===== config.mk =====
export PLATFORM = sky130hd
export DESIGN_NAME = acd_block_config
export DESIGN_NICKNAME = d
export VERILOG_FILES = /design/src/rtl/acd_pkg.sv /design/src/rtl/acd_block_config.sv /design/src/rtl/acd_op_seq.sv
export SDC_FILE = /design/constraint.sdc
export NUM_CORES = 1
export LEC_CHECK = 0
export BUFFER_PORTS_ARGS = -buffer_cell sky130_fd_sc_hd__buf_2
export CAP_MARGIN = 15
export CORE_ASPECT_RATIO = 0.6
export CORE_MARGIN = 2
export CORE_UTILIZATION = 25
export CTS_BUF_LIST = sky130_fd_sc_hd__clkbuf_8
export CTS_CLUSTER_DIAMETER = 80
export DETAILED_ROUTE_END_ITERATION = 8
export PLACE_DENSITY = 0.51
export SYNTH_ARGS = -nofsm -noshare
export SYNTH_HDL_FRONTEND = slang
export SYNTH_SLANG_ARGS = --single-unit

===== constraint.sdc =====
create_clock -name ref_clk_i -period 4.5 [get_ports ref_clk_i]
set_input_delay 0.675 -clock ref_clk_i [delete_from_list [all_inputs] [get_ports ref_clk_i]]
set_output_delay 0.675 -clock ref_clk_i [all_outputs]
set_load 0.02 [all_outputs]

===== src/rtl/acd_pkg.sv =====
package acd_pkg;

  // ****************************************************************
  // Register page and addresses
  // ****************************************************************
  localparam logic [7:0] SFR_PAGE_CIPHER     = 8'h02;
  localparam logic [7:0] ADDR_BLOCK_CONFIG   = 8'hE9;
  localparam logic [7:0] ADDR_DATA_PATH_CFG  = 8'hEA;
  localparam logic [7:0] ADDR_BLOCK_INPUT    = 8'hEB;
  localparam logic [7:0] ADDR_XOR_INPUT      = 8'hEC;
  localparam logic [7:0] ADDR_KEY_INPUT      = 8'hED;
  localparam logic [7:0] ADDR_RESULT_OUTPUT  = 8'hF5;

  // ****************************************************************
  // Field positions and reset values
  // ****************************************************************
  localparam int BCFG_DONE_BIT   = 5;
  localparam int BCFG_BUSY_BIT   = 4;
  localparam int BCFG_EN_BIT     = 3;
  localparam int BCFG_ENC_BIT    = 2;
  localparam int BCFG_KLEN_MSB   = 1;
  localparam int BCFG_KLEN_LSB   = 0;
  localparam int DCFG_OSEL_MSB   = 2;
  localparam int DCFG_OSEL_LSB   = 1;
  localparam int DCFG_INPUT_XOR_ENABLE_BIT  = 0;
  localparam logic [7:0] BCFG_RESET = 8'h00;
  localparam logic [7:0] DCFG_RESET = 8'h00;
  localparam logic [7:0] ZERO_BYTE  = 8'h00;

  // ****************************************************************
  // Key length codes and block latencies in clock cycles
  // ****************************************************************
  typedef enum logic [1:0] {
    ACD_KEY_16 = 2'b00,
    ACD_KEY_24 = 2'b01,
    ACD_KEY_32 = 2'b10,
    ACD_KEY_RSV = 2'b11
  } acd_key_len_t;

  localparam int LAT_KEY_16_CYCLES = 218;
  localparam int LAT_KEY_24_CYCLES = 274;
  localparam int LAT_KEY_32_CYCLES = 298;
  localparam int LAT_CNT_W         = 9;

  typedef enum logic [1:0] {
    ACD_OUT_RAW     = 2'b00,
    ACD_OUT_XOR     = 2'b01,
    ACD_OUT_INV_KEY = 2'b10,
    ACD_OUT_RSV     = 2'b11
  } acd_out_sel_t;

  // ****************************************************************
  // Carriers
  // ****************************************************************
  typedef struct packed {
    logic         wr;
    logic         rd;
    logic [7:0]   page;
    logic [7:0]   addr;
    logic [7:0]   wdata;
  } acd_sfr_req_t;

  typedef struct packed {
    logic         start;
    logic         encrypt;
    acd_key_len_t key_len;
    logic [127:0] data;
  } acd_core_req_t;

  // Latency of one block for a key length, less one for the counter.
  function automatic logic [LAT_CNT_W-1:0] acd_latency_load(
    input acd_key_len_t klen
  );
    int cyc;
    case (klen)
      ACD_KEY_24: cyc = LAT_KEY_24_CYCLES;
      ACD_KEY_32: cyc = LAT_KEY_32_CYCLES;
      default:    cyc = LAT_KEY_16_CYCLES;
    endcase
    return LAT_CNT_W'(cyc - 1);
  endfunction : acd_latency_load

endpackage : acd_pkg


===== src/rtl/acd_block_config.sv =====
// Notes on behaviour
// - Completion flag sets when an operation finishes.
// - Rising completion flag triggers the DMA out transfer.
// - Set completion flag means result bytes are readable.
// - Only software clears completion flag, never hardware.
// - Busy reads one during operation; writes ignored.
// - Clearing enable resets and abandons the operation.
// - Encrypt-select one encrypts, zero decrypts.
// - Key code 00: 16-byte key, 218 cycles.
// - Key code 01: 24-byte key, 274 cycles.
// - Key code 10: 32-byte key, 298 cycles; 11 reserved.
// - Output source: raw, XORed, inverse key; 11 reserved.
// - Input XOR enabled feeds block input XOR xor input.
// - Input XOR disabled passes block input unmodified.
// - Block configuration at 0xE9, page 0x2.
// - Data configuration at 0xEA; upper bits read zero.
// - Result read one byte per read, sixteen bytes.
`timescale 1ns/1ns
module acd_block_config
  import acd_pkg::*;
#(
  parameter int BLOCK_BYTES = 16
)
(
  input  wire logic            ref_clk_i,
  input  wire logic            rst_n_i,
  input  acd_pkg::acd_sfr_req_t sfr_req_i,
  output logic [7:0]           sfr_rdata_o,
  output logic                 sfr_rvalid_o,
  output acd_pkg::acd_core_req_t core_req_o,
  output logic [7:0]           core_key_byte_o,
  output logic                 core_key_strobe_o,
  input  wire logic [127:0]    core_result_i,
  input  wire logic [127:0]    core_inv_key_i,
  output logic                 dma_out_trigger_o,
  output logic                 done_o
);
  import acd_pkg::*;

  // ****************************************************************
  // Elaboration check
  // ****************************************************************
  // The cipher core data path is fixed at one 128-bit block.
  if (BLOCK_BYTES != 16)
  begin : g_bad_block
    $error("acd_block_config: BLOCK_BYTES must be 16");
  end

  localparam int IDX_W = $clog2(BLOCK_BYTES);
  localparam logic [IDX_W-1:0] IDX_LAST = IDX_W'(BLOCK_BYTES - 1);
  localparam logic [IDX_W-1:0] IDX_ONE  = IDX_W'(1);

  // ****************************************************************
  // Register bus decode
  // ****************************************************************
  function automatic logic hit(input acd_sfr_req_t r,
                               input logic [7:0] a);
    return (r.page == SFR_PAGE_CIPHER) && (r.addr == a);
  endfunction : hit

  wire logic wr_bcfg;
  wire logic wr_dcfg;
  wire logic wr_bin;
  wire logic wr_xin;
  wire logic wr_kin;
  wire logic rd_any;
  wire logic rd_yout;

  assign wr_bcfg = sfr_req_i.wr && hit(sfr_req_i, ADDR_BLOCK_CONFIG);
  assign wr_dcfg = sfr_req_i.wr && hit(sfr_req_i, ADDR_DATA_PATH_CFG);
  assign wr_bin  = sfr_req_i.wr && hit(sfr_req_i, ADDR_BLOCK_INPUT);
  assign wr_xin  = sfr_req_i.wr && hit(sfr_req_i, ADDR_XOR_INPUT);
  assign wr_kin  = sfr_req_i.wr && hit(sfr_req_i, ADDR_KEY_INPUT);
  assign rd_any  = sfr_req_i.rd && (sfr_req_i.page == SFR_PAGE_CIPHER);
  assign rd_yout = sfr_req_i.rd && hit(sfr_req_i, ADDR_RESULT_OUTPUT);

  // ****************************************************************
  // Configuration state
  // ****************************************************************
  logic             en_reg;
  logic             enc_reg;
  acd_key_len_t     klen_reg;
  logic             done_reg;
  acd_out_sel_t     osel_reg;
  logic             input_xor_enable_reg;
  wire  logic       busy;
  wire  logic       finish;
  wire  logic       abort;
  wire  logic       done_wr_clear;

  // Enable low holds the byte indexes in reset and the sequencer idle.
  assign abort = !en_reg;

  // Software clears completion by writing zero; a finish in the same
  // cycle still sets it, so no completion is ever lost.
  assign done_wr_clear = wr_bcfg && !sfr_req_i.wdata[BCFG_DONE_BIT];

  always_ff @(posedge ref_clk_i or negedge rst_n_i)
  begin
    if (!rst_n_i)
    begin
      en_reg    <= BCFG_RESET[BCFG_EN_BIT];
      enc_reg   <= BCFG_RESET[BCFG_ENC_BIT];
      klen_reg  <= ACD_KEY_16;
      done_reg  <= BCFG_RESET[BCFG_DONE_BIT];
      osel_reg  <= ACD_OUT_RAW;
      input_xor_enable_reg <= DCFG_RESET[DCFG_INPUT_XOR_ENABLE_BIT];
    end
    else
    begin
      if (wr_bcfg)
      begin
        en_reg   <= sfr_req_i.wdata[BCFG_EN_BIT];
        enc_reg  <= sfr_req_i.wdata[BCFG_ENC_BIT];
        klen_reg <= acd_key_len_t'(
                      sfr_req_i.wdata[BCFG_KLEN_MSB:BCFG_KLEN_LSB]);
      end
      if (finish)
        done_reg <= 1'b1;
      else if (done_wr_clear)
        done_reg <= 1'b0;
      if (wr_dcfg)
      begin
        osel_reg  <= acd_out_sel_t'(
                       sfr_req_i.wdata[DCFG_OSEL_MSB:DCFG_OSEL_LSB]);
        input_xor_enable_reg <= sfr_req_i.wdata[DCFG_INPUT_XOR_ENABLE_BIT];
      end
    end
  end

  // ****************************************************************
  // Input byte capture
  // ****************************************************************
  logic [7:0]       bin_mem [BLOCK_BYTES];
  logic [7:0]       xin_mem [BLOCK_BYTES];
  logic [7:0]       bin_last_reg;
  logic [7:0]       xin_last_reg;
  logic [7:0]       kin_last_reg;
  logic [IDX_W-1:0] bin_idx_reg;
  logic [IDX_W-1:0] xin_idx_reg;
  wire  logic       block_full;

  // The sixteenth block input byte launches the block once enabled.
  assign block_full = wr_bin && (bin_idx_reg == IDX_LAST) && en_reg
                      && !busy;

  always_ff @(posedge ref_clk_i or negedge rst_n_i)
  begin
    if (!rst_n_i)
    begin
      bin_idx_reg  <= '0;
      xin_idx_reg  <= '0;
      bin_last_reg <= ZERO_BYTE;
      xin_last_reg <= ZERO_BYTE;
      kin_last_reg <= ZERO_BYTE;
    end
    else if (abort)
    begin
      bin_idx_reg <= '0;
      xin_idx_reg <= '0;
    end
    else
    begin
      if (wr_bin)
      begin
        bin_last_reg <= sfr_req_i.wdata;
        bin_idx_reg  <= bin_idx_reg + IDX_ONE;
      end
      if (wr_xin)
      begin
        xin_last_reg <= sfr_req_i.wdata;
        xin_idx_reg  <= xin_idx_reg + IDX_ONE;
      end
      if (wr_kin)
        kin_last_reg <= sfr_req_i.wdata;
    end
  end

  // Byte arrays carry no reset; their contents only matter after writes.
  always_ff @(posedge ref_clk_i)
  begin
    if (wr_bin && en_reg)
      bin_mem[bin_idx_reg] <= sfr_req_i.wdata;
    if (wr_xin && en_reg)
      xin_mem[xin_idx_reg] <= sfr_req_i.wdata;
  end

  // ****************************************************************
  // Cipher core input path
  // ****************************************************************
  logic [127:0] core_in_data;
  logic [7:0]   bin_now [BLOCK_BYTES];

  // The last block byte is still on the bus when the block launches.
  for (genvar gi = 0; gi < BLOCK_BYTES; gi++)
  begin : g_in_xor
    assign bin_now[gi] = (IDX_W'(gi) == IDX_LAST) ? sfr_req_i.wdata
                                                   : bin_mem[gi];
    assign core_in_data[8*gi +: 8] = input_xor_enable_reg
      ? (bin_now[gi] ^ xin_mem[gi])
      : bin_now[gi];
  end

  acd_core_req_t core_req_reg;
  logic [7:0]    key_byte_reg;
  logic          key_strobe_reg;

  always_ff @(posedge ref_clk_i or negedge rst_n_i)
  begin
    if (!rst_n_i)
    begin
      core_req_reg   <= '0;
      key_byte_reg   <= ZERO_BYTE;
      key_strobe_reg <= 1'b0;
    end
    else
    begin
      core_req_reg.start <= block_full;
      key_strobe_reg     <= wr_kin && en_reg;
      if (block_full)
      begin
        core_req_reg.encrypt <= enc_reg;
        core_req_reg.key_len <= klen_reg;
        core_req_reg.data    <= core_in_data;
      end
      if (wr_kin)
        key_byte_reg <= sfr_req_i.wdata;
    end
  end

  assign core_req_o        = core_req_reg;
  assign core_key_byte_o   = key_byte_reg;
  assign core_key_strobe_o = key_strobe_reg;

  // ****************************************************************
  // Operation sequencer
  // ****************************************************************
  acd_op_seq u_seq (
    .ref_clk_i (ref_clk_i),
    .rst_n_i   (rst_n_i),
    .abort_i   (abort),
    .start_i   (block_full),
    .key_len_i (klen_reg),
    .busy_o    (busy),
    .finish_o  (finish)
  );

  // ****************************************************************
  // Result capture and output
  // ****************************************************************
  logic [127:0]     res_reg;
  logic [127:0]     inv_reg;
  logic [IDX_W-1:0] out_idx_reg;
  logic             dma_trig_reg;
  wire  logic [7:0] res_byte;
  wire  logic [7:0] inv_byte;
  wire  logic [7:0] xor_byte;
  wire  logic [7:0] yout_byte;

  assign res_byte = res_reg[8*out_idx_reg +: 8];
  assign inv_byte = inv_reg[8*out_idx_reg +: 8];
  // Chaining modes write the xor bytes between result reads, so the
  // xor term is taken live rather than frozen at completion.
  assign xor_byte = xin_mem[out_idx_reg];
  assign yout_byte =
    (osel_reg == ACD_OUT_RAW)     ? res_byte :
    (osel_reg == ACD_OUT_XOR)     ? (res_byte ^ xor_byte) :
    (osel_reg == ACD_OUT_INV_KEY) ? inv_byte : ZERO_BYTE;

  always_ff @(posedge ref_clk_i or negedge rst_n_i)
  begin
    if (!rst_n_i)
    begin
      res_reg      <= '0;
      inv_reg      <= '0;
      out_idx_reg  <= '0;
      dma_trig_reg <= 1'b0;
    end
    else
    begin
      dma_trig_reg <= finish && !done_reg;
      if (finish)
      begin
        res_reg     <= core_result_i;
        inv_reg     <= core_inv_key_i;
        out_idx_reg <= '0;
      end
      else if (abort)
        out_idx_reg <= '0;
      else if (rd_yout)
        out_idx_reg <= out_idx_reg + IDX_ONE;
    end
  end

  assign dma_out_trigger_o = dma_trig_reg;
  assign done_o            = done_reg;

  // ****************************************************************
  // Read data
  // ****************************************************************
  wire logic [7:0] bcfg_view;
  wire logic [7:0] dcfg_view;
  wire logic [7:0] rd_mux;
  logic [7:0]      rdata_reg;
  logic            rvalid_reg;

  assign bcfg_view = {2'b00, done_reg, busy, en_reg, enc_reg, klen_reg};
  assign dcfg_view = {5'b00000, osel_reg, input_xor_enable_reg};
  assign rd_mux =
    hit(sfr_req_i, ADDR_BLOCK_CONFIG)  ? bcfg_view :
    hit(sfr_req_i, ADDR_DATA_PATH_CFG) ? dcfg_view :
    hit(sfr_req_i, ADDR_BLOCK_INPUT)   ? bin_last_reg :
    hit(sfr_req_i, ADDR_XOR_INPUT)     ? xin_last_reg :
    hit(sfr_req_i, ADDR_KEY_INPUT)     ? kin_last_reg :
    hit(sfr_req_i, ADDR_RESULT_OUTPUT) ? yout_byte : ZERO_BYTE;

  always_ff @(posedge ref_clk_i or negedge rst_n_i)
  begin
    if (!rst_n_i)
    begin
      rdata_reg  <= ZERO_BYTE;
      rvalid_reg <= 1'b0;
    end
    else
    begin
      rvalid_reg <= rd_any;
      if (rd_any)
        rdata_reg <= rd_mux;
    end
  end

  assign sfr_rdata_o  = rdata_reg;
  assign sfr_rvalid_o = rvalid_reg;

endmodule : acd_block_config


===== src/rtl/acd_op_seq.sv =====
`timescale 1ns/1ns
module acd_op_seq
  import acd_pkg::*;
(
  input  wire logic         ref_clk_i,
  input  wire logic         rst_n_i,
  input  wire logic         abort_i,
  input  wire logic         start_i,
  input  acd_pkg::acd_key_len_t key_len_i,
  output logic              busy_o,
  output logic              finish_o
);
  import acd_pkg::*;

  typedef enum logic [1:0] {
    ACD_SEQ_IDLE = 2'b01,
    ACD_SEQ_RUN  = 2'b10
  } acd_seq_state_t;

  acd_seq_state_t         state_reg;
  acd_seq_state_t         state_next;
  logic [LAT_CNT_W-1:0]   cnt_reg;
  logic [LAT_CNT_W-1:0]   cnt_next;
  wire  logic             cnt_zero;

  assign cnt_zero = (cnt_reg == '0);
  assign busy_o   = (state_reg == ACD_SEQ_RUN);
  assign finish_o = busy_o && cnt_zero && !abort_i;

  always_comb
  begin
    state_next = state_reg;
    cnt_next   = cnt_reg;
    case (state_reg)
      ACD_SEQ_IDLE:
      begin
        if (start_i && !abort_i)
        begin
          state_next = ACD_SEQ_RUN;
          cnt_next   = acd_latency_load(key_len_i);
        end
      end
      ACD_SEQ_RUN:
      begin
        if (abort_i || cnt_zero)
          state_next = ACD_SEQ_IDLE;
        else
          cnt_next = cnt_reg - LAT_CNT_W'(1);
      end
      default: state_next = ACD_SEQ_IDLE;
    endcase
  end

  always_ff @(posedge ref_clk_i or negedge rst_n_i)
  begin
    if (!rst_n_i)
    begin
      state_reg <= ACD_SEQ_IDLE;
      cnt_reg   <= '0;
    end
    else
    begin
      state_reg <= state_next;
      cnt_reg   <= cnt_next;
    end
  end

endmodule : acd_op_seq


==> impl_metrics.csv, run 1 <==
group,metric,value,unit
finish,area_delta_synth_final,25.8,%
global_route,grt_pass1_vias,20200,
timing,worst_pin_slew,1.17,ns
finish,nets,3072,
finish,post_route_cells_drive_above_1_share,0.364,
clocking,clockBufferDepth,3,
clocking,clock-root-buffer,"clkbuf_8",
global_route,gr-total-overflow,0,
route,wl,104000,um
synth,netlist_area,0.0305,mm2
worst_setup_path,criticalPathCategory,"in -> reg",
finish,multi_input_area,0.0109,mm2
job,drv_cap,0,
worst_setup_path,crit_path_max_fanout,10,
power,ir_drop,0.236,mV
finish,regArea,0.0190,mm2
floorplan,placement_rows,99,
clocking,cts.sinks,710,
floorplan,die_area,0.125,mm2
synth,ys_seq_area_frac,0.624,
floorplan,die_w,455,um
global_route,grt_antenna_before_repair,18,
synth,avgSynthCellArea,14.0,um2
worst_setup_path,worstPathArrival,3.73,ns
power,leakagePower,16.3,nW
route,routedWlPerCell,23.1,um
timing,relSlewSlack,0.221,
timing,finalCritPeriodShare,0.725,
route,drtIter0Drc,1721,
floorplan,initial_core_util,0.251,
synth,ys_ff_latch,710,
synth,postSynth.asyncResetShare,0.651,
clocking,cts_tree,"built",
timing,fmax,0.306,GHz
power,cellPowerDensity,353,mW/mm2
floorplan,die_h,274,um
timing,fin_skew,0.0769,ns
synth,synth_warnings,0,
synth,yosysTopAreaCell,"dfrtp_1",
clocking,post_cts_buffers,0,
placed_design,gp_congestion,0.861,
finish,n_fill_cell,12200,
global_route,grt_pass1_wl,147000,um
worst_hold_path,hp-class,"in -> reg",
placed_design,hpwl,75300,um
finish,largest_reg_flops,132,
synth,synth-edff-count,248,
route,postRouteAntennaNets,0,
timing,drv_slew,0,
route,dr.pass1.iters,5,
outcome,status,"finished clean",
placed_design,port_buffers,435,
clocking,numCtsBuffers,115,
timing,worst_hold_slack,0.0878,ns
clocking,htree_levels,3,
worst_setup_path,worstSetupStartpointType,"input pin",
timing,hold_violations,0,
clocking,clock_latency,0.86,ns
worst_setup_path,cp-end-kind,"flip-flop",
global_route,grtUsageTotal,0.163,
timing,final.setup.tns,0,ns
timing,rsz0062_at_grt,"no",
route,num_vias,20400,
synth,synth_top_area_frac,0.379,
floorplan,io_pins,436,
route,vias_per_cell,4.54,
global_route,grt_max_degree,265,
synth,yosys-top-cells-area,"dfrtp_1 (38%), edfxtp_1 (24%), mux2_2 (10%), mux4_2 (7.4%), nand2_1 (4.2%)",
worst_setup_path,required,4.97,ns
synth,syn_inst,2182,
synth,ys.flop_type,"dfrtp_1",
route,drc,0,
clocking,path_clk_slew,0.07,ns
timing,finalSetupViolCount,0,
synth,synth_cell_type_count,69,
timing,period_needed,3.26,ns
floorplan,coreArea,0.121,mm2
synth,synthesis.nets,2481,
## final cells by class
| cell class | count | area share |
|---|---|---|
| clock inverters | 86 | 0.0160 |
| flip-flops and latches | 710 | 0.496 |
| well taps | 1616 | 0.0527 |
| clock buffers | 132 | 0.0474 |
| repair buffers | 598 | 0.100 |
| diodes | 8 | 0.000522 |
| multi-input cells | 1322 | 0.284 |
| inverters | 26 | 0.00255 |
## worst max-delay path: stages
cell      delay [ns]
buf_2           0.10
or4b_1          0.58
nor3_2          0.43
nand2_1         0.24
nor2_1          0.64
nand3b_1        0.38
nor2_1          0.66
## layer usage
metal	vias up	wire, um	GRT usage	share of wire
li1	9100	-	-	-
met1	10600	50000	0.244	0.48
met2	608	44800	0.232	0.43
met3	142	7450	0.0456	0.072
met4	10	1780	0.0333	0.017
met5	-	63	0	0.00061
## stage by stage
stage	instance area [um2]	util	power [mW]	setup slack [ns]	std cells
5_1_grt	38300	0.316	14.1	0.976	4492
3_5_place_dp	34700	0.286	7.58	0.365	4157
2_1_floorplan	30500	-	7.17	1.34	2182
6_report	38300	0.316	13.5	1.24	4498
4_1_cts	38300	0.316	13.8	1.30	4490
3_3_place_gp	34700	0.286	7.57	0.437	4157
## report_power, final
group | internal [mW] | switching, mW
clock | 3.08 | 2.94
sequential | 6.82 | 0.0655
combinational | 0.314 | 0.329
total | 10.2 | 3.33
## Yosys cell counts (all sizes together) (5+ instances only)
cell and number:
a32oi 5, and2 22, buf 33, nand3b 6
a21oi 14, nor4 8, a221oi 5, a22oi 10
and4 5, and3 10, a41oi 5, xnor2 5
nand4 11, xor2 136, mux2i 21, nand2 344
nor4b 9, mux2 281, mux4 100, edfxtp 248
dfrtp 461, a31oi 6, nor2b 8, nor3 11
inv 24, nor2 40, clkbuf 91, a211oi 6
ha 15, o21ai 150, or3 5, nand3 23
a22o 6, nand2b 5
## cell usage in the layout (no fill, tap or decap), drive strengths merged, types with 66 or more instances in the layout
cell and instances:
dfrtp 461, dlygate4sd3 115, xor2 136, buf 483
inv 66, clkbuf 132, mux2 281, nand2 344
edfxtp 248, mux4 100, o21ai 150
## final timing paths
path | from | to | slack (ns) | cells past startpoint
min | core_inv_key_i[9] | inv_reg[9] | 0.09 | 2
max in group asynchronous | rst_n_i | inv_reg[109] | 2.92 | 3
max reg2reg | en_reg | u_seq.cnt_reg[7] | 1.32 | 6
min in group asynchronous | rst_n_i | core_req_o[75] | 0.45 | 2
min reg2reg | core_req_o[81] | core_req_o[81] | 0.47 | 2
max | sfr_req_i[16] | xin_mem[9][2] | 1.24 | 7
## logic make-up after synthesis
logic type	after synthesis	share of synthesized area
flip-flops	710	0.624
AND/OR/NAND/NOR	523	0.0778
multiplexers	402	0.185
AO/OA/AOI/OAI	241	0.0474
buffers and inverters	150	0.0196
XOR/XNOR	141	0.0405
adder cells (fa/ha/maj)	15	0.00616
## timing repair
| action | CTS | global route |
|---|---|---|
| endpoints found under the setup margin | 0 | 0 |
| endpoints found under the hold margin | 186 | 0 |
| hold buffers | 115 | 0 |
| gates resized for setup | 0 | 0 |
Note: power is estimated with default switching activity, not from simulation.
==> inputs of run 2 (changes only) <==
==> constraint.sdc (replaced) <==
create_clock -name ref_clk_i -period 3.33 [get_ports ref_clk_i]
set_input_delay 0.4995 -clock ref_clk_i [delete_from_list [all_inputs] [get_ports ref_clk_i]]
set_output_delay 0.4995 -clock ref_clk_i [all_outputs]
set_load 0.02 [all_outputs]
==> run 2 against run 1 <==
Compared with the run above: clock skew down 0.0087 ns; critical path type is now reg -> reg; register-to-register slack worse by 0.86 ns; worst hold slack better by 0.11 ns; final area up 5.5%; largest power group unchanged; final cell count up 4.7%.
==> impl_metrics.csv, run 2 (synthesized netlist as in run 1, its figures left out) <==
group,metric,value,unit
outcome,status,"finished clean",
finish,post_route_cells_drive_above_1_share,0.366,
worst_setup_path,crit_path_max_fanout,25,
floorplan,die_area,0.125,mm2
floorplan,coreArea,0.121,mm2
timing,drv_slew,0,
worst_setup_path,worstSetupStartpointType,"flip-flop",
timing,relSlewSlack,0.291,
global_route,grtUsageTotal,0.164,
floorplan,initial_core_util,0.251,
clocking,clockBufferDepth,3,
route,dr.pass1.iters,7,
power,clkPwrFrac,0.436,
worst_setup_path,cpMaxStageDelayCell,"dfrtp_4",
worst_hold_path,hp-class,"in -> reg",
floorplan,placement_rows,99,
placed_design,port_buffers,435,
worst_setup_path,criticalPathCategory,"reg -> reg",
worst_setup_path,slowest_delay,0.69,ns
finish,mostFrequentLayoutCells,"dfrtp_1 (457), buf_2 (434), nand2_1 (344)",
worst_setup_path,crit_family,"compound AO/OA/AOI/OAI gates",
worst_setup_path,worstPathArrival,3.58,ns
worst_setup_path,cp-end-kind,"flip-flop",
placed_design,gp_congestion,0.885,
floorplan,io_pins,436,
timing,period_needed,2.87,ns
timing,fmax,0.348,GHz
power,ir_drop,0.322,mV
global_route,grt_pass1_wl,149000,um
timing,finalCritPeriodShare,0.863,
clocking,path_clk_slew,0.07,ns
power,combPwrFrac,0.056,
finish,nets,3288,
timing,fin_skew,0.0683,ns
placed_design,hpwl,76700,um
timing,rsz0062_at_grt,"no",
clocking,cts_resized,0,
worst_setup_path,path_cells,"buf_12 -> buf_4 -> mux2_2 -> o22ai_1 -> o41a_1 -> xor2_1 -> o311a_1 -> o21ai_0",
finish,n_fill_cell,12100,
clocking,clock-root-buffer,"clkbuf_8",
route,drtIter0Drc,1808,
power,switching_share,0.239,
route,routedWlPerCell,22.1,um
route,num_vias,21100,
timing,hold_violations,0,
clocking,numCtsBuffers,113,
global_route,grt_pass1_vias,21100,
power,cellPowerDensity,453,mW/mm2
timing,final.setup.tns,0,ns
worst_setup_path,path_buf_inv,2,
clocking,htree_levels,3,
timing,finalSetupViolCount,0,
finish,area_delta_synth_final,32.7,%
global_route,gr-total-overflow,0,
finish,layout_commonest_cell,"dfrtp_1",
worst_setup_path,required,4.04,ns
floorplan,die_h,274,um
finish,postLayoutCoreUtil,0.334,
power,power_switching,4.38,mW
timing,worst_pin_slew,1.06,ns
route,wl,104000,um
power,leakagePower,17.3,nW
clocking,cts_tree,"built",
job,drv_cap,0,
global_route,grt_antenna_before_repair,14,
route,drc,0,
global_route,grt_max_degree,84,
timing,worst_hold_slack,0.201,ns
floorplan,die_w,455,um
power,seqPwrFrac,0.508,
route,vias_per_cell,4.47,
power,power.internal,13.9,mW
clocking,cts.sinks,710,
route,postRouteAntennaNets,0,
clocking,clock_latency,0.83,ns
finish,largest_reg_flops,132,
-- run 2: layer usage --
layer / vias up / global-route usage / share of wire
li1: 9552 / - / -
met1: 10700 / 0.250 / 0.49
met2: 639 / 0.233 / 0.43
met3: 139 / 0.0398 / 0.065
met4: 6 / 0.0328 / 0.016
met5: - / 0 / 0.00031
-- run 2: cell type report --
cell class	instances	area (um2)	share of cell area
Sequential cell	710	19000	0.470
Multi-Input combinational cell	1322	10900	0.270
Timing Repair Buffer	816	5980	0.148
Tap cell	1616	2020	0.0500
Clock buffer	142	1950	0.0483
Clock inverter	68	447	0.0110
Inverter	26	97.6	0.00241
Antenna cell	8	20.0	0.000495
-- run 2: worst paths after layout --
check	from	to	slack, ns	cells past startpoint
max	out_idx_reg[1]	sfr_rdata_o[6]	0.46	8
min	sfr_req_i[25]	xin_idx_reg[3]	0.20	4
max reg2reg	out_idx_reg[1]	sfr_rdata_o[6]	0.46	8
min reg2reg	core_req_o[90]	core_req_o[90]	0.47	2
max in group asynchronous	rst_n_i	u_seq.state_reg[0]	2.05	3
min in group asynchronous	rst_n_i	core_req_o[77]	0.22	2
-- run 2: stage by stage --
step / setup WS [ns] / instances / cell area (um2) / power, mW
6_report: 0.456 / 4708 / 40400 / 18.3
3_5_place_dp: 0.327 / 4231 / 35400 / 10.2
3_3_place_gp: 0.375 / 4231 / 35400 / 10.2
5_1_grt: 0.308 / 4705 / 40400 / 19.1
4_1_cts: 0.455 / 4700 / 40400 / 18.6
2_1_floorplan: 0.349 / 2182 / 30500 / 9.69
-- run 2: repair_timing --
action | CTS | global route
buffers inserted | 0 | 0
hold endpoints to repair | 328 | 0
hold buffers | 259 | 0
-- run 2: power by group through the flow --
stage	registers (mW)	logic, mW	clock network (mW)
2_1_floorplan	9.44	0.249	0
3_3_place_gp	9.47	0.768	0
3_5_place_dp	9.47	0.774	0
4_1_cts	9.30	1.04	8.29
5_1_grt	9.32	1.11	8.69
6_report	9.31	1.02	7.99
-- run 2: worst reg2reg max path: cells and delay by family, from the launching register on --
| kind | cells | cell delay [ns] |
|---|---|---|
| AOI/OAI and AO/OA | 4 | 0.89 |
| muxes | 1 | 0.34 |
| DFF | 1 | 0.69 |
| xor gates and xnor gates | 1 | 0.30 |
| buffers and inverters | 2 | 0.56 |
